### config.mk
export PLATFORM = sky130hd
export DESIGN_NAME = ocm_regs
export DESIGN_NICKNAME = d
export VERILOG_FILES = /design/src/hdl/ocm_pkg.sv /design/src/hdl/ocm_gain_scale.sv /design/src/hdl/ocm_regs.sv
export SDC_FILE = /design/constraint.sdc
export NUM_CORES = 1
export LEC_CHECK = 0
export ABC_AREA = 1
export BUFFER_PORTS_ARGS = -buffer_cell sky130_fd_sc_hd__buf_2
export CAP_MARGIN = 20
export CORE_MARGIN = 3
export CORE_UTILIZATION = 45
export DETAILED_ROUTE_END_ITERATION = 16
export PLACE_DENSITY_LB_ADDON = 0.3
export SKIP_CTS_REPAIR_TIMING = 1
export SYNTH_ARGS = -nofsm -noshare
export SYNTH_HDL_FRONTEND = slang
export SYNTH_SLANG_ARGS = --single-unit
### constraint.sdc
create_clock -name clk -period 6.8 [get_ports clk]
set_clock_uncertainty 0.2 [all_clocks]
set_input_delay 0.68 -clock clk [delete_from_list [all_inputs] [get_ports clk]]
set_output_delay 0.68 -clock clk [all_outputs]
set_load 0.01 [all_outputs]
### src/hdl/ocm_pkg.sv
// Constants and carrier types for the overcurrent status and monitor gain register bank
package ocm_pkg;

	// ---------------------------------------------------------------
	// Register offsets on the plain register port
	// ---------------------------------------------------------------
	localparam logic [7:0] ADDR_OC_STATUS  = 8'h13;
	localparam logic [7:0] ADDR_RX_GAIN    = 8'h14;
	localparam logic [7:0] ADDR_TX_GAIN    = 8'h15;
	localparam logic [7:0] ADDR_CTRL       = 8'h16;
	localparam logic [7:0] ADDR_IRQ_STATUS = 8'h17;
	localparam logic [7:0] ADDR_IRQ_MASK   = 8'h18;

	// ---------------------------------------------------------------
	// Field positions
	// ---------------------------------------------------------------
	localparam int OC_STATUS_BIT  = 0;
	localparam int CTRL_CURRENT_LIMIT_SELECT_BIT  = 0;
	localparam int IRQ_OC_SET_BIT = 0;
	localparam int IRQ_OC_CLR_BIT = 1;
	localparam int IRQ_SAT_BIT    = 2;
	localparam int IRQ_W          = 3;

	// ---------------------------------------------------------------
	// Values after reset
	// ---------------------------------------------------------------
	localparam logic [7:0]       RX_GAIN_RST  = 8'h00;
	localparam logic [7:0]       TX_GAIN_RST  = 8'h00;
	localparam logic [7:0]       CTRL_RST     = 8'h00;
	localparam logic [IRQ_W-1:0] IRQ_MASK_RST = 3'h0;

	// ---------------------------------------------------------------
	// Gain scaling and thresholds
	// ---------------------------------------------------------------
	localparam logic [7:0] GAIN_UNITY      = 8'h40;
	localparam int         GAIN_SHIFT      = 6;
	localparam int         OC_THR_ILIM0_MA = 160;
	localparam int         OC_THR_ILIM1_MA = 60;
	localparam int         SAMPLE_W        = 16;
	localparam int         MIX_W           = 20;
	localparam logic signed [MIX_W-1:0] MIX_MAX = 20'sh07FFF;
	localparam logic signed [MIX_W-1:0] MIX_MIN = 20'shF8000;

	// ---------------------------------------------------------------
	// Carrier types
	// ---------------------------------------------------------------
	typedef struct packed {
		logic       wr;
		logic       rd;
		logic [7:0] addr;
		logic [7:0] wdata;
	} ocm_req_t;

	typedef struct packed {
		logic                       valid;
		logic signed [SAMPLE_W-1:0] rx;
		logic signed [SAMPLE_W-1:0] tx;
	} ocm_audio_t;

endpackage

### src/hdl/ocm_gain_scale.sv
// Linear gain stage: sample times code over a power of two, zero code mutes
`timescale 1ns/1ps
module ocm_gain_scale #(
	parameter int SAMPLE_W = ocm_pkg::SAMPLE_W,
	parameter int CODE_W   = 8,
	parameter int SHIFT    = ocm_pkg::GAIN_SHIFT
) (
	input  wire logic                                 clk,       // System clock
	input  wire logic                                 reset,     // Synchronous reset
	input  wire logic                                 in_valid,  // Sample strobe
	input  wire logic signed [SAMPLE_W-1:0]           sample,    // Input sample
	input  wire logic        [CODE_W-1:0]             code,      // Gain code
	output logic                                      out_valid, // Result strobe
	output logic signed [SAMPLE_W+CODE_W-SHIFT:0]     scaled     // Scaled sample
);

	logic signed [SAMPLE_W+CODE_W:0]       product;
	logic signed [SAMPLE_W+CODE_W-SHIFT:0] next_scaled;
	logic                                  next_out_valid;

	// Multiply, divide by two to the shift, force zero for a muted code
	always_comb begin
		product        = sample * $signed({1'b0, code});
		next_scaled    = product[SAMPLE_W+CODE_W:SHIFT];
		next_out_valid = in_valid;
		if (code == '0) begin
			next_scaled = '0; // Zero code mutes the path
		end
		if (!in_valid) begin
			next_scaled = scaled;
		end
	end

	// Result register
	always_ff @(posedge clk) begin
		if (reset) begin
			scaled    <= '0;
			out_valid <= 1'b0;
		end else begin
			scaled    <= next_scaled;
			out_valid <= next_out_valid;
		end
	end
endmodule

### src/hdl/ocm_regs.sv
// Overcurrent status, current limit select and call progress monitor gain registers
//
// Contract
// - Status bit shows detected loop overcurrent condition.
// - Trip at 160 mA, or 60 mA when selected.
// - Receive monitor gain resets to zero.
// - Receive monitor scaled by code over 64.
// - Zero receive code mutes receive contribution.
// - Transmit monitor scaled by code over 64.
// - Zero transmit code mutes transmit contribution.
//
// The implementer's own choice: strobed register access.
`timescale 1ns/1ps
module ocm_regs #(
	parameter int CUR_W = 10
) (
	input  wire logic                                 clk,                // System clock
	input  wire logic                                 reset,              // Synchronous reset
	input  wire ocm_pkg::ocm_req_t                    bus_req,            // Register request
	output logic [7:0]                                rd_data,            // Read data, next cycle
	input  wire logic [CUR_W-1:0]                     loop_current,       // Loop current, mA
	input  wire logic                                 loop_current_valid, // Current sample strobe
	input  wire ocm_pkg::ocm_audio_t                  mon_in,             // Receive and transmit
	output logic signed [ocm_pkg::SAMPLE_W-1:0]       call_progress_monitor_output, // Mix
	output logic                                      monitor_valid,      // Mix strobe
	output logic                                      overcurrent_status, // Overcurrent level
	output logic                                      current_limit_select, // Limit select
	output logic                                      irq                 // Interrupt, high
);

	// ---------------------------------------------------------------
	// Declarations
	// ---------------------------------------------------------------
	localparam int OUT_W = ocm_pkg::SAMPLE_W + 8 - ocm_pkg::GAIN_SHIFT + 1;

	logic [7:0]                          rx_gain;
	logic [7:0]                          tx_gain;
	logic [7:0]                          ctrl;
	logic [ocm_pkg::IRQ_W-1:0]           irq_status;
	logic [ocm_pkg::IRQ_W-1:0]           irq_mask;
	logic [7:0]                          next_rx_gain;
	logic [7:0]                          next_tx_gain;
	logic [7:0]                          next_ctrl;
	logic [ocm_pkg::IRQ_W-1:0]           next_irq_status;
	logic [ocm_pkg::IRQ_W-1:0]           next_irq_mask;
	logic [7:0]                          next_rd_data;
	logic                                next_oc;
	logic [CUR_W-1:0]                    oc_threshold;
	logic [ocm_pkg::IRQ_W-1:0]           events;
	logic                                wr_hit_rx;
	logic                                wr_hit_tx;
	logic                                wr_hit_ctrl;
	logic                                wr_hit_irq;
	logic                                wr_hit_mask;
	logic signed [OUT_W-1:0]             scaled_rx;
	logic signed [OUT_W-1:0]             scaled_tx;
	logic                                rx_done;
	logic                                tx_done;
	logic signed [ocm_pkg::MIX_W-1:0]    mix_sum;
	logic signed [ocm_pkg::SAMPLE_W-1:0] next_mon_out;
	logic                                next_mon_valid;
	logic                                mix_sat;

	// ---------------------------------------------------------------
	// Write decode
	// ---------------------------------------------------------------

	// Address match for each writable register
	assign wr_hit_rx   = bus_req.wr && bus_req.addr == ocm_pkg::ADDR_RX_GAIN;
	assign wr_hit_tx   = bus_req.wr && bus_req.addr == ocm_pkg::ADDR_TX_GAIN;
	assign wr_hit_ctrl = bus_req.wr && bus_req.addr == ocm_pkg::ADDR_CTRL;
	assign wr_hit_irq  = bus_req.wr && bus_req.addr == ocm_pkg::ADDR_IRQ_STATUS;
	assign wr_hit_mask = bus_req.wr && bus_req.addr == ocm_pkg::ADDR_IRQ_MASK;

	// ---------------------------------------------------------------
	// Overcurrent detector
	// ---------------------------------------------------------------

	// Threshold follows the limit select; status tracks each current sample
	always_comb begin
		if (ctrl[ocm_pkg::CTRL_CURRENT_LIMIT_SELECT_BIT]) begin
			oc_threshold = CUR_W'(ocm_pkg::OC_THR_ILIM1_MA);
		end else begin
			oc_threshold = CUR_W'(ocm_pkg::OC_THR_ILIM0_MA);
		end
		next_oc = overcurrent_status; // Bus writes never reach here
		if (loop_current_valid) begin
			next_oc = loop_current >= oc_threshold;
		end
	end

	assign current_limit_select = ctrl[ocm_pkg::CTRL_CURRENT_LIMIT_SELECT_BIT];

	// ---------------------------------------------------------------
	// Control registers
	// ---------------------------------------------------------------

	// Gain codes and mask take the write data on a matching write, control keeps only bit 0
	always_comb begin
		next_rx_gain  = rx_gain;
		next_tx_gain  = tx_gain;
		next_ctrl     = ctrl;
		next_irq_mask = irq_mask;
		if (wr_hit_rx) begin
			next_rx_gain = bus_req.wdata;
		end
		if (wr_hit_tx) begin
			next_tx_gain = bus_req.wdata;
		end
		if (wr_hit_ctrl) begin
			next_ctrl = bus_req.wdata & 8'h01;
		end
		if (wr_hit_mask) begin
			next_irq_mask = bus_req.wdata[ocm_pkg::IRQ_W-1:0];
		end
	end

	// ---------------------------------------------------------------
	// Interrupt status
	// ---------------------------------------------------------------

	// Sticky events; writing one clears, a new event in the same cycle wins
	always_comb begin
		events                          = '0;
		events[ocm_pkg::IRQ_OC_SET_BIT] = next_oc && !overcurrent_status;
		events[ocm_pkg::IRQ_OC_CLR_BIT] = !next_oc && overcurrent_status;
		events[ocm_pkg::IRQ_SAT_BIT]    = mix_sat;
		next_irq_status                 = irq_status;
		if (wr_hit_irq) begin
			next_irq_status = irq_status & ~bus_req.wdata[ocm_pkg::IRQ_W-1:0];
		end
		next_irq_status = next_irq_status | events;
	end

	assign irq = |(irq_status & irq_mask);

	// ---------------------------------------------------------------
	// Read path
	// ---------------------------------------------------------------

	// Read data stand only in the cycle after the read strobe
	always_comb begin
		next_rd_data = 8'h00;
		if (bus_req.rd) begin
			case (bus_req.addr)
				ocm_pkg::ADDR_OC_STATUS: begin
					next_rd_data[ocm_pkg::OC_STATUS_BIT] = overcurrent_status;
				end
				ocm_pkg::ADDR_RX_GAIN: begin
					next_rd_data = rx_gain;
				end
				ocm_pkg::ADDR_TX_GAIN: begin
					next_rd_data = tx_gain;
				end
				ocm_pkg::ADDR_CTRL: begin
					next_rd_data = ctrl;
				end
				ocm_pkg::ADDR_IRQ_STATUS: begin
					next_rd_data[ocm_pkg::IRQ_W-1:0] = irq_status;
				end
				ocm_pkg::ADDR_IRQ_MASK: begin
					next_rd_data[ocm_pkg::IRQ_W-1:0] = irq_mask;
				end
				default: begin
					next_rd_data = 8'h00;
				end
			endcase
		end
	end

	// ---------------------------------------------------------------
	// Monitor gain stages
	// ---------------------------------------------------------------

	// Receive path gain, muted at zero code
	ocm_gain_scale #(
		.SAMPLE_W (ocm_pkg::SAMPLE_W),
		.CODE_W   (8),
		.SHIFT    (ocm_pkg::GAIN_SHIFT)
	) u_rx_scale (
		.clk       (clk),
		.reset     (reset),
		.in_valid  (mon_in.valid),
		.sample    (mon_in.rx),
		.code      (rx_gain),
		.out_valid (rx_done),
		.scaled    (scaled_rx)
	);

	// Transmit path gain, muted at zero code
	ocm_gain_scale #(
		.SAMPLE_W (ocm_pkg::SAMPLE_W),
		.CODE_W   (8),
		.SHIFT    (ocm_pkg::GAIN_SHIFT)
	) u_tx_scale (
		.clk       (clk),
		.reset     (reset),
		.in_valid  (mon_in.valid),
		.sample    (mon_in.tx),
		.code      (tx_gain),
		.out_valid (tx_done),
		.scaled    (scaled_tx)
	);

	// ---------------------------------------------------------------
	// Monitor mixer
	// ---------------------------------------------------------------

	// Sum both scaled paths and clip to the output range
	always_comb begin
		mix_sum        = ocm_pkg::MIX_W'(scaled_rx) + ocm_pkg::MIX_W'(scaled_tx);
		mix_sat        = 1'b0;
		next_mon_valid = rx_done && tx_done;
		next_mon_out   = call_progress_monitor_output;
		if (next_mon_valid) begin
			if (mix_sum > ocm_pkg::MIX_MAX) begin
				next_mon_out = ocm_pkg::SAMPLE_W'(ocm_pkg::MIX_MAX);
				mix_sat      = 1'b1;
			end else if (mix_sum < ocm_pkg::MIX_MIN) begin
				next_mon_out = ocm_pkg::SAMPLE_W'(ocm_pkg::MIX_MIN);
				mix_sat      = 1'b1;
			end else begin
				next_mon_out = mix_sum[ocm_pkg::SAMPLE_W-1:0];
			end
		end
	end

	// ---------------------------------------------------------------
	// State registers
	// ---------------------------------------------------------------

	// All registered state of the bank outside the two gain stages
	always_ff @(posedge clk) begin
		if (reset) begin
			rx_gain                      <= ocm_pkg::RX_GAIN_RST;
			tx_gain                      <= ocm_pkg::TX_GAIN_RST;
			ctrl                         <= ocm_pkg::CTRL_RST;
			irq_status                   <= '0;
			irq_mask                     <= ocm_pkg::IRQ_MASK_RST;
			overcurrent_status           <= 1'b0;
			rd_data                      <= 8'h00;
			call_progress_monitor_output <= '0;
			monitor_valid                <= 1'b0;
		end else begin
			rx_gain                      <= next_rx_gain;
			tx_gain                      <= next_tx_gain;
			ctrl                         <= next_ctrl;
			irq_status                   <= next_irq_status;
			irq_mask                     <= next_irq_mask;
			overcurrent_status           <= next_oc;
			rd_data                      <= next_rd_data;
			call_progress_monitor_output <= next_mon_out;
			monitor_valid                <= next_mon_valid;
		end
	end
endmodule

# == Yosys cells after proc, flatten, opt, wreduce, memory -nomap -nowiden ==
# Cells that the tools add are included.
# totals
register_bits,88
output_inout_bits,28
elab_cells,55
# op_classes
add_sub_neg,1
multipliers,2
magnitude_cmp,3
eq_ne,6
mux,13
bitwise_logic,5
reduce_logical,13
# op_table
operator,n
$mul 16x9->25,2
$eq 8x5->1 const B,6
$mux 19,2
$mux 16,2
$add 19x19->20,1
$gt 20x16->1 const B,1
$lt 20x16->1 const B,1
$logic_not 8->1,2
$ge 10x10->1,1
$pmux 5 s2,1
$mux 8,1
$pmux 2 s4,1
$logic_and 1x1->1,7
$and 3x3->3,2
$pmux 1 s6,1
$mux 1,4
$mux 3,1
$not 3->3,1
$or 3x3->3,1
$reduce_or 3->1,1
$logic_not 1->1,2
$reduce_or 2->1,1
$not 1->1,1

# == Depth between registers and ports, before layout ==
# Gate-level depths: netlist of the first run.
# logic_depth
word_depth,6
depth_mapped,24
depth_no_buf,22

# == Cells and area by module ==
# A second synthesis of the first run with hierarchy kept.
# unflattened
hier_cells,2156
area_unflattened_um2,14984.4
# modules_own_cells
module,instances,cells_per_inst,area_each_um2,seq_area_each_um2
ocm_gain_scale at u_rx_scale,1,823,5863.1,400.4
ocm_gain_scale at u_tx_scale,1,810,5774.3,400.4
ocm_regs,1,523,3347.0,980.9

# == Least setup slack after synthesis of the first run ==
# OpenSTA, ideal clock, no wires.
# synth_path
path_type,input to register
startpoint,in mon_in[31] (netlist bit)
endpoint,reg u_rx_scale.scaled[17]
setup_time_ps,132
arrival_time_ps,4487
setup_slack_ps,1980
path_stages,19
n_path_buf,1
path_cell_list,clkbuf_1 nand2_1 fa_1 fa_1 inv_1 fa_1 inv_1 fa_1 inv_1 ha_1 nand2_1 nor2_1 inv_1 nor4_1 nand4_1 nand3_1 nand2_1 nand3_1 a21oi_1
# synth_between
elab_chain_len,2
# synth_lines
item,line_no,rtl
from (decl),ocm_regs.sv:23,"input wire ocm_pkg::ocm_audio_t mon_in,"
$mul 16x9->25,ocm_gain_scale.sv:23,"product = sample * $signed({1'b0, code});"
$mux 19,ocm_gain_scale.sv:26,if (code == '0) begin
to (signal assigned),ocm_gain_scale.sv:40,scaled <= next_scaled;
to (decl),ocm_gain_scale.sv:14,output logic signed [SAMPLE_W+CODE_W-SHIFT:0] scaled
# Every way passes these cells.
# A chain may end at the register's enable or synchronous reset.

# == Final worst setup path of the first run ==
# layout_path
startpoint,reg rx_gain[0]
endpoint,reg u_rx_scale.scaled[17]
# layout_between
elab_chain_len,2
# layout_lines
item,line_no,rtl
from (decl),ocm_regs.sv:36,logic [7:0] rx_gain;
from (signal assigned),ocm_regs.sv:235,rx_gain <= ocm_pkg::RX_GAIN_RST;
from (signal assigned),ocm_regs.sv:245,rx_gain <= next_rx_gain;
$mul 16x9->25 or $logic_not 8->1 (tied branches),"ocm_gain_scale.sv:23, ocm_gain_scale.sv:26",
$mux 19 (*),ocm_gain_scale.sv:26,
# Mark *: on every way between the ends. The rest lies on a longest branch, timed or not.

==> results.sh, run 1 <==
export IMPL_cp_max_fo=19
export IMPL_insertion_delay_ns=0.36
export IMPL_syn_to_final_growth_pct=6.32
export IMPL_layout_common_cells="nand2_1, inv_1, fa_1"
export IMPL_h_tree_depth=3
export IMPL_grt_max_degree=58
export IMPL_topRoutingLayerUsed="met5"
export IMPL_drtAntennaViolNets=0
export IMPL_regArea_um2=1760
export IMPL_ys_async_sr_fraction_pct=0
export IMPL_antenna_cells=0
export IMPL_stdcell_count=2473
export IMPL_nFillCells=3132
export IMPL_powerDensity_nw_per_um2=74.6
export IMPL_synth_simple_area_share_pct=22.7
export IMPL_endpoint_kind="flip-flop"
export IMPL_synthDistinctLibCells=48
export IMPL_finalSetupViolCount=0
export IMPL_fin_nets=2455
export IMPL_synthXorXnorAreaFrac_pct=1.64
export IMPL_cts_sinks=88
export IMPL_rows=64
export IMPL_syn_area_per_cell_um2=7.03
export IMPL_hold_violations=0
export IMPL_total_power_uw=1140
export IMPL_crit_path_start_kind="flip-flop"
export IMPL_synthAdderAreaFrac_pct=38.2
export IMPL_grt_pass1_wl_um=60400
export IMPL_post_dp_cell_area_um2=15000
export IMPL_globalplace_congestion=0.908
export IMPL_io_pins=92
export IMPL_clk_pin_slew_ns=0.07
export IMPL_wl_met3_um=1730
export IMPL_met2_length_um=17000
export IMPL_die_area_um2=34200
export IMPL_ir_drop_uv=106
export IMPL_synth_seq_cells=88
export IMPL_cp_slowest_cell="dfxtp_1"
export IMPL_cpPeakStageDelay_ns=0.90
export IMPL_synthesis_nets=2432
export IMPL_routed_via_density=5.04
export IMPL_worstSetupPathType="reg -> reg"
export IMPL_synth_edf_count=0
export IMPL_ys_flop_type="dfxtp_1"
export IMPL_vias=12500
export IMPL_fin_crit_sh_pct=81.2
export IMPL_cts_root_buf="clkbuf_16"
export IMPL_tightest_slew_ns=1.01
export IMPL_finalSetupTns_ns=0
export IMPL_first_iter_violations=669
export IMPL_rsz0062_at_grt="no"
export IMPL_final_area_um2=15300
export IMPL_multi_input_area_um2=10400
export IMPL_yosysWarnings=0
export IMPL_layout_commonest_cell="nand2_1"
export IMPL_p_leak_uw=0.00898
export IMPL_synth_compound_area_share_pct=9.39
export IMPL_wl_met1_um=16400
export IMPL_grtUsageTotal_pct=21.6
export IMPL_grt_pass1_vias=12700
export IMPL_antenna_found_initial=1
export IMPL_synth_seq_area_share_pct=12.2
export IMPL_final_max_slew_violation_count=0
export IMPL_start_util_pct=46.4
export IMPL_drive_gt1_share_pct=7.13
export IMPL_die_w_um=185
export IMPL_dp_hpwl_um=29200
export IMPL_max_freq_mhz=181
export IMPL_worst_ep_arrival_time_ns=5.52
export IMPL_synth_mux_area_share_pct=0
export IMPL_clockBufferDepth=2
export IMPL_worstHoldPathCells=2
export IMPL_port_buffers=91
export IMPL_drc=0
export IMPL_required_ns=6.80
export IMPL_post_place_cells=2457
export IMPL_r2r_cells=18
export IMPL_hp_class="reg -> reg"
export IMPL_dieHeight_um=185
export IMPL_status="completed"
export IMPL_wire_per_inst_um=14.4
export IMPL_syn_area_um2=14400
export IMPL_cts_tree="done"
export IMPL_maxCapViolations=0
export IMPL_grt_remaining_overflow=0
export IMPL_crit_chain="nand2_1 -> fa_1 -> fa_1 -> inv_1 -> fa_1 -> inv_1 -> fa_1 -> inv_1 -> ha_1 -> nand2_1 -> nor2_1 -> inv_1 -> nor4_1 -> nand4_1 -> nand3_1 -> nand2_1 -> nand3_1 -> a21oi_1"
export IMPL_cts_buffers=9
export IMPL_core_um2=31100
export IMPL_synth_top_family_by_area="adder cells"
export IMPL_synth_cells=2050
export IMPL_drt_pass1_iterations=7
export IMPL_drt_total_wl_um=35600
export IMPL_relSlewSlack_pct=32.3
export IMPL_layout_min_cycle_time_ns=5.52
==> cells in the mapped netlist (10+ instances only) <==
| master | number | share of area, % |
|---|---|---|
| o21ai_0 | 50 | 1.7 |
| nor3_1 | 12 | 0.42 |
| fa_1 | 203 | 28 |
| ha_1 | 115 | 10 |
| nor2_1 | 101 | 2.6 |
| nand4_1 | 13 | 0.56 |
| clkbuf_1 | 41 | 1.1 |
| or2_2 | 12 | 0.52 |
| dfxtp_1 | 88 | 12 |
| nand3_1 | 84 | 2.9 |
| o21bai_1 | 10 | 0.52 |
| xor2_1 | 12 | 0.73 |
| xnor2_1 | 15 | 0.91 |
| inv_1 | 499 | 13 |
| buf_1 | 22 | 0.57 |
| a21oi_1 | 140 | 4.9 |
| nand2_1 | 520 | 14 |
| nor4_1 | 12 | 0.52 |
| a21boi_0 | 10 | 0.52 |
| buf_2 | 11 | 0.38 |
==> metal layers <==
metal	global-route usage [%]	up-vias
met5	0	-
met4	4.59	2
met3	2.85	41
met2	37.0	328
met1	29.3	5894
li1	-	6195
==> critical path: cells and delay by family, from the launching register on <==
| family | cells | cell delay, ns |
|---|---|---|
| flip-flops | 1 | 0.90 |
| adder cells (fa/ha/maj) | 5 | 2.60 |
| AO/OA/AOI/OAI | 1 | 0.06 |
| buffers and inverters | 4 | 0.21 |
| AND/OR/NAND/NOR | 8 | 1.38 |
==> registers in the layout (all words and copies together), names as in the netlist <==
| register | count |
|---|---|
| u_tx_scale.out_valid | 1 |
| monitor_valid | 1 |
| u_tx_scale.scaled | 19 |
| call_progress_monitor_output | 16 |
| u_rx_scale.scaled | 19 |
| overcurrent_status | 1 |
| irq_mask | 3 |
| ctrl | 1 |
| tx_gain | 8 |
| irq_status | 3 |
| rd_data | 8 |
| rx_gain | 8 |
==> report_power, final <==
part / switching (µW) / leakage, µW / internal, µW / total, µW
combinational: 69.8 / 0.00813 / 30.2 / 100
clock: 221 / 0.000142 / 295 / 515
sequential: 5.60 / 0.000712 / 523 / 528
total: 296 / 0.00898 / 848 / 1140
==> logic make-up (layout without fill, tap and decap cells) <==
logic type,Yosys count,count (layout)
compound gates,245,245
xor+xnor,27,27
fa+ha+maj,318,318
buf+inv,589,616
flops,88,88
simple gates,783,783
==> stage by stage <==
step           utilization (%)  hold WS [ns]  setup WS [ns]
3_3_place_gp              48.3         0.251           1.46
5_1_grt                   49.3         0.288          0.890
6_report                  49.3         0.268           1.28
4_1_cts                   49.3         0.269           1.28
3_5_place_dp              48.3         0.260           1.31
2_1_floorplan                -         0.244           1.98
==> path summary, 6_finish.rpt <==
check	slack, ns	startpoint	to
min	0.27	irq_status[1]	irq_status[1]
max reg2reg	1.28	rx_gain[0]	u_rx_scale.scaled[17]
max	1.28	rx_gain[0]	u_rx_scale.scaled[17]
min reg2reg	0.27	irq_status[1]	irq_status[1]
==> area by class of cell <==
cell class                      count  share of cell area (%)
Multi-Input combinational cell   1373                    67.6
Inverter                          503                    12.3
Sequential cell                    88                    11.5
Timing Repair Buffer               98                    3.36
Tap cell                          396                    3.23
Clock buffer                       11                    1.58
Clock inverter                      4                   0.359
No activity file was read; power rests on OpenSTA's default activity.
==> run 2, diff against run 1 <==
clock period = 4.43 ns   (was 6.8 ns; I/O delays follow)
==> results.sh, run 2 (synthesis gave the netlist of run 1 again) <==
export IMPL_status="finished, violations left"
export IMPL_violations="setup timing"
export IMPL_start_util_pct=46.4
export IMPL_die_w_um=185
export IMPL_post_place_cells=2652
export IMPL_drive_gt1_share_pct=29.1
export IMPL_r2r_start="rx_gain[1]"
export IMPL_nFillCells=2697
export IMPL_regArea_um2=1800
export IMPL_drt_total_wl_um=41000
export IMPL_grt_pass1_vias=13300
export IMPL_crit_chain="buf_12 -> nand2_4 -> fa_2 -> fa_1 -> inv_1 -> fa_1 -> inv_1 -> fa_1 -> inv_1 -> ha_4 -> nand2_2 -> nor2_4 -> inv_2 -> nor4_4 -> nand4_1 -> nand4_1 -> nand3_2 -> a21oi_2"
export IMPL_h_tree_depth=3
export IMPL_maxCapViolations=0
export IMPL_port_buffers=91
export IMPL_layout_min_cycle_time_ns=4.59
export IMPL_rows=64
export IMPL_fin_crit_sh_pct=104
export IMPL_globalplace_congestion=0.950
export IMPL_io_pins=92
export IMPL_worst_slack_ns=-0.162
export IMPL_cts_buffers=9
export IMPL_final_util_pct=61.2
export IMPL_first_iter_violations=635
export IMPL_p_leak_uw=0.0107
export IMPL_grtUsageTotal_pct=21.7
export IMPL_final_area_um2=19000
export IMPL_cp_depth=18
export IMPL_die_area_um2=34200
export IMPL_finalSetupViolCount=11
export IMPL_regToRegSetupSlack_ns=-0.16
export IMPL_post_dp_cell_area_um2=16600
export IMPL_cpPeakStageDelay_ns=0.52
export IMPL_fin_nets=2698
export IMPL_worst_ep_arrival_time_ns=4.67
export IMPL_met2_length_um=20900
export IMPL_hp_class="in -> reg"
export IMPL_ir_drop_uv=180
export IMPL_layout_commonest_cell="inv_1"
export IMPL_wl_met3_um=1760
export IMPL_crit_end="u_rx_scale.scaled[17]"
export IMPL_final_max_slew_violation_count=0
export IMPL_syn_to_final_growth_pct=32.0
export IMPL_cts_sinks=88
export IMPL_grt_remaining_overflow=0
export IMPL_endpoint_kind="flip-flop"
export IMPL_core_um2=31100
export IMPL_layout_common_cells="inv_1, nand2_1, buf_4"
export IMPL_relSlewSlack_pct=32.2
export IMPL_cp_slowest_cell="fa_1"
export IMPL_hold_violations=0
export IMPL_cts_root_buf="clkbuf_16"
export IMPL_grt_max_degree=57
export IMPL_grt_pass1_wl_um=61500
export IMPL_dp_hpwl_um=30800
export IMPL_clockBufferDepth=2
export IMPL_top_regs="u_rx_scale.scaled: 19 flops, u_tx_scale.scaled: 19 flops, call_progress_monitor_output: 16 flops"
export IMPL_required_ns=4.51
export IMPL_tightest_slew_ns=1.02
export IMPL_powerDensity_nw_per_um2=94.5
export IMPL_insertion_delay_ns=0.35
export IMPL_rsz0062_at_grt="yes"
export IMPL_wire_per_inst_um=15.1
export IMPL_drtAntennaViolNets=0
export IMPL_crit_buf_inv=5
export IMPL_r2r_end="u_rx_scale.scaled[17]"
export IMPL_drc=0
export IMPL_cp_max_fo=6
export IMPL_drt_pass1_iterations=5
export IMPL_antenna_cells=0
export IMPL_vias=13800
export IMPL_max_freq_mhz=218
export IMPL_cts_tree="done"
export IMPL_wl_met1_um=17500
export IMPL_crit_start="rx_gain[1]"
export IMPL_routed_via_density=5.09
export IMPL_stdcell_count=2716
export IMPL_worst_hold_slack_ns=0.172
export IMPL_clk_pin_slew_ns=0.07
export IMPL_multi_input_area_um2=11800
export IMPL_dieHeight_um=185
export IMPL_worstSetupPathType="reg -> reg"
export IMPL_r2r_cells=18
export IMPL_topRoutingLayerUsed="met4"
export IMPL_critPathTopFamily="adder cells"
export IMPL_crit_path_start_kind="flip-flop"
export IMPL_antenna_found_initial=0
==> run 2: changes by cell type in the layout (fill, tap and decap cells not counted), moves of 31 or more <==
cell | previous run | this run
a21oi_1 | 140 | 109
buf_4 | 6 | 209
ha_1 | 115 | 78
ha_4 | 0 | 37
inv_1 | 499 | 454
inv_2 | 3 | 46
nand2_1 | 520 | 445
nand2_2 | 8 | 57
==> run 2: layout make-up <==
class	instances	share of cell area, %
clock buffers	10	1.26
clock inverters	5	0.342
inverters	503	9.95
multi-input cells	1373	62.2
flip-flops and latches	88	9.48
well taps	396	2.60
repair buffers	341	14.1
==> run 2: worst reg2reg max path: stages, from the launching register on <==
cell	delay (ns)
dfxtp_4	0.41
buf_12	0.14
nand2_4	0.05
fa_2	0.50
fa_1	0.50
inv_1	0.06
fa_1	0.52
inv_1	0.05
fa_1	0.48
inv_1	0.06
ha_4	0.31
nand2_2	0.09
nor2_4	0.10
inv_2	0.07
nor4_4	0.35
nand4_1	0.22
nand4_1	0.17
nand3_2	0.09
a21oi_2	0.14
==> run 2: worst min-delay path by stage <==
stage                             start            end  slack [ns]  cells past startpoint
after detailed placement  irq_status[1]  irq_status[1]        0.26                      2
after global routing         bus_req[7]     tx_gain[7]        0.18                      3
after global placement    irq_status[1]  irq_status[1]        0.25                      2
after CTS                    bus_req[7]     tx_gain[7]        0.18                      3
after floorplan           irq_status[1]  irq_status[1]        0.24                      2
final                        bus_req[7]     tx_gain[7]        0.17                      3
==> run 2: per-layer routing <==
layer / vias to the layer above / global-route usage (%)
li1: 6708 / -
met4: 0 / 4.35
met1: 6697 / 28.5
met3: 66 / 2.61
met2: 358 / 38.6
met5: - / 0
==> run 2: where the power goes <==
| group | total [µW] | switching (µW) | internal [µW] |
|---|---|---|---|
| logic | 195 | 120 | 75.2 |
| clock network | 799 | 343 | 456 |
| registers | 804 | 8.09 | 796 |
==> run 2: per-stage QoR <==
stage               TNS (ns)  setup WS, ns  total power, µW
global placement       -6.47        -0.673             1010
CTS                    -9.46        -0.749             1810
finish                -0.661        -0.162             1800
detailed placement     -8.63        -0.700             1010
global route           -4.84        -0.350             1870
floorplan            -0.0644       -0.0644              922
==> run 3, diff against run 2 <==
CORE_UTILIZATION = 59   (was 45)
clock period = 4.6 ns   (was 4.43 ns; I/O delays follow)
==> results.sh, run 3 (synthesis gave the netlist of run 1 again) <==
export IMPL_status="completed"
export IMPL_hold_violations=0
export IMPL_clockBufferDepth=2
export IMPL_stdcell_count=2576
export IMPL_nFillCells=1803
export IMPL_vias=13700
export IMPL_start_util_pct=60.7
export IMPL_drive_gt1_share_pct=21.0
export IMPL_cts_tree="done"
export IMPL_worstHoldStart="bus_req[3]"
export IMPL_rsz0062_at_grt="yes"
export IMPL_endpoint_kind="flip-flop"
export IMPL_antenna_found_initial=2
export IMPL_wire_per_inst_um=14.9
export IMPL_cp_max_fo=5
export IMPL_powerDensity_nw_per_um2=99.2
export IMPL_die_w_um=162
export IMPL_die_area_um2=26300
export IMPL_top_regs="u_rx_scale.scaled: 19 flops, u_tx_scale.scaled: 19 flops, call_progress_monitor_output: 16 flops"
export IMPL_cts_sinks=88
export IMPL_core_um2=23800
export IMPL_finalSetupViolCount=0
export IMPL_globalplace_congestion=0.964
export IMPL_clk_pin_slew_ns=0.07
export IMPL_grt_max_degree=57
export IMPL_max_freq_mhz=221
export IMPL_insertion_delay_ns=0.35
export IMPL_tightest_slew_ns=0.961
export IMPL_maxCapViolations=0
export IMPL_grtUsageTotal_pct=28.0
export IMPL_cts_buffers=9
export IMPL_hp_class="in -> reg"
export IMPL_worst_ep_arrival_time_ns=4.53
export IMPL_r2r_start="tx_gain[0]"
export IMPL_drtAntennaViolNets=0
export IMPL_dieHeight_um=162
export IMPL_grt_remaining_overflow=0
export IMPL_fin_crit_sh_pct=98.5
export IMPL_layout_commonest_cell="inv_1"
export IMPL_drt_pass1_iterations=6
export IMPL_dp_hpwl_um=30300
export IMPL_syn_to_final_growth_pct=21.4
export IMPL_layout_min_cycle_time_ns=4.53
export IMPL_drc=0
export IMPL_port_buffers=91
export IMPL_grt_pass1_vias=13500
export IMPL_rows=56
export IMPL_ir_drop_uv=160
export IMPL_crit_path_start_kind="flip-flop"
export IMPL_fin_nets=2635
export IMPL_first_iter_violations=1005
export IMPL_h_tree_depth=3
export IMPL_routed_via_density=5.32
export IMPL_worstSetupPathType="reg -> reg"
export IMPL_final_max_slew_violation_count=0
export IMPL_crit_start="tx_gain[0]"
export IMPL_relSlewSlack_pct=35.9
export IMPL_io_pins=92
export IMPL_grt_pass1_wl_um=61100
export IMPL_post_place_cells=2541
export IMPL_drt_total_wl_um=38400
export IMPL_antenna_cells=0
export IMPL_cts_root_buf="clkbuf_16"
export IMPL_finalSetupTns_ns=0
export IMPL_layout_common_cells="inv_1, nand2_1, fa_1"
export IMPL_p_leak_uw=0.0101
export IMPL_required_ns=4.60
-- run 3: cell count changes in the layout (fill, tap and decap cells not counted), moves of 11 or more --
cell     before  now
a21oi_4      12    1
buf_6        20    5
nand2_1     445  485
ha_1         78   89
inv_2        46   14
buf_4       209  172
nand2_4      27   12
o21ai_0      28   39
nand3_1      67   81
ha_4         37   23
nand3_2      20    7
nand2_2      57   33
inv_1       454  488
-- run 3: per-layer routing --
metal  track usage (%)  share of wire, %
met4              8.38               3.4
met1              34.8                40
met5                 0             0.044
met3              4.00               6.4
met2              50.5                51
-- run 3: final cells by class --
class                           count  area, µm²  share of cell area (%)
Timing Repair Buffer              278       1990                    11.4
Sequential cell                    88       1800                    10.3
Multi-Input combinational cell   1373      11100                    63.5
Inverter                          503       1890                    10.8
Clock inverter                      5       65.1                   0.372
Clock buffer                       10        239                    1.37
Tap cell                          319        399                    2.28
-- run 3: path summary, 6_finish.rpt --
path / end / slack [ns] / cells after the start
worst max-delay path: u_tx_scale.scaled[10] / 0.07 / 17
worst min-delay path: rx_gain[3] / 0.20 / 3
worst max register to register: u_tx_scale.scaled[10] / 0.07 / 17
worst min register to register: u_tx_scale.scaled[14] / 0.27 / 2
-- run 3: power breakdown --
part           switching [µW]  internal (µW)
Clock                     345            439
Combinational             110           65.4
Sequential               7.75            767
-- run 3: critical path, stage by stage, from the launching register on --
cell and delay [ns]:
dfxtp_4 0.41, nand2_2 0.08, buf_4 0.14, fa_1 0.47, inv_1 0.06, fa_1 0.52, fa_1 0.55, inv_1 0.05
fa_1 0.47, inv_1 0.06, ha_4 0.24, a21o_1 0.20, o21bai_1 0.19, a21oi_2 0.21, nand2_2 0.09, or2_2 0.28
nand3_1 0.07, a21oi_1 0.07
-- run 3: stage by stage --
| step | hold WS [ns] | total power, µW | util, % | instance area (µm²) | setup WS [ns] |
|---|---|---|---|---|---|
| 6_report | 0.195 | 1730 | 73.6 | 17500 | 0.0671 |
| 5_1_grt | 0.212 | 1800 | 73.6 | 17500 | -0.134 |
| 4_1_cts | 0.187 | 1750 | 69.5 | 16500 | -0.227 |
| 3_5_place_dp | 0.260 | 966 | 68.3 | 16200 | -0.249 |
| 3_3_place_gp | 0.257 | 961 | 68.3 | 16200 | -0.174 |
| 2_1_floorplan | 0.244 | 887 | - | 14400 | 0.000299 |
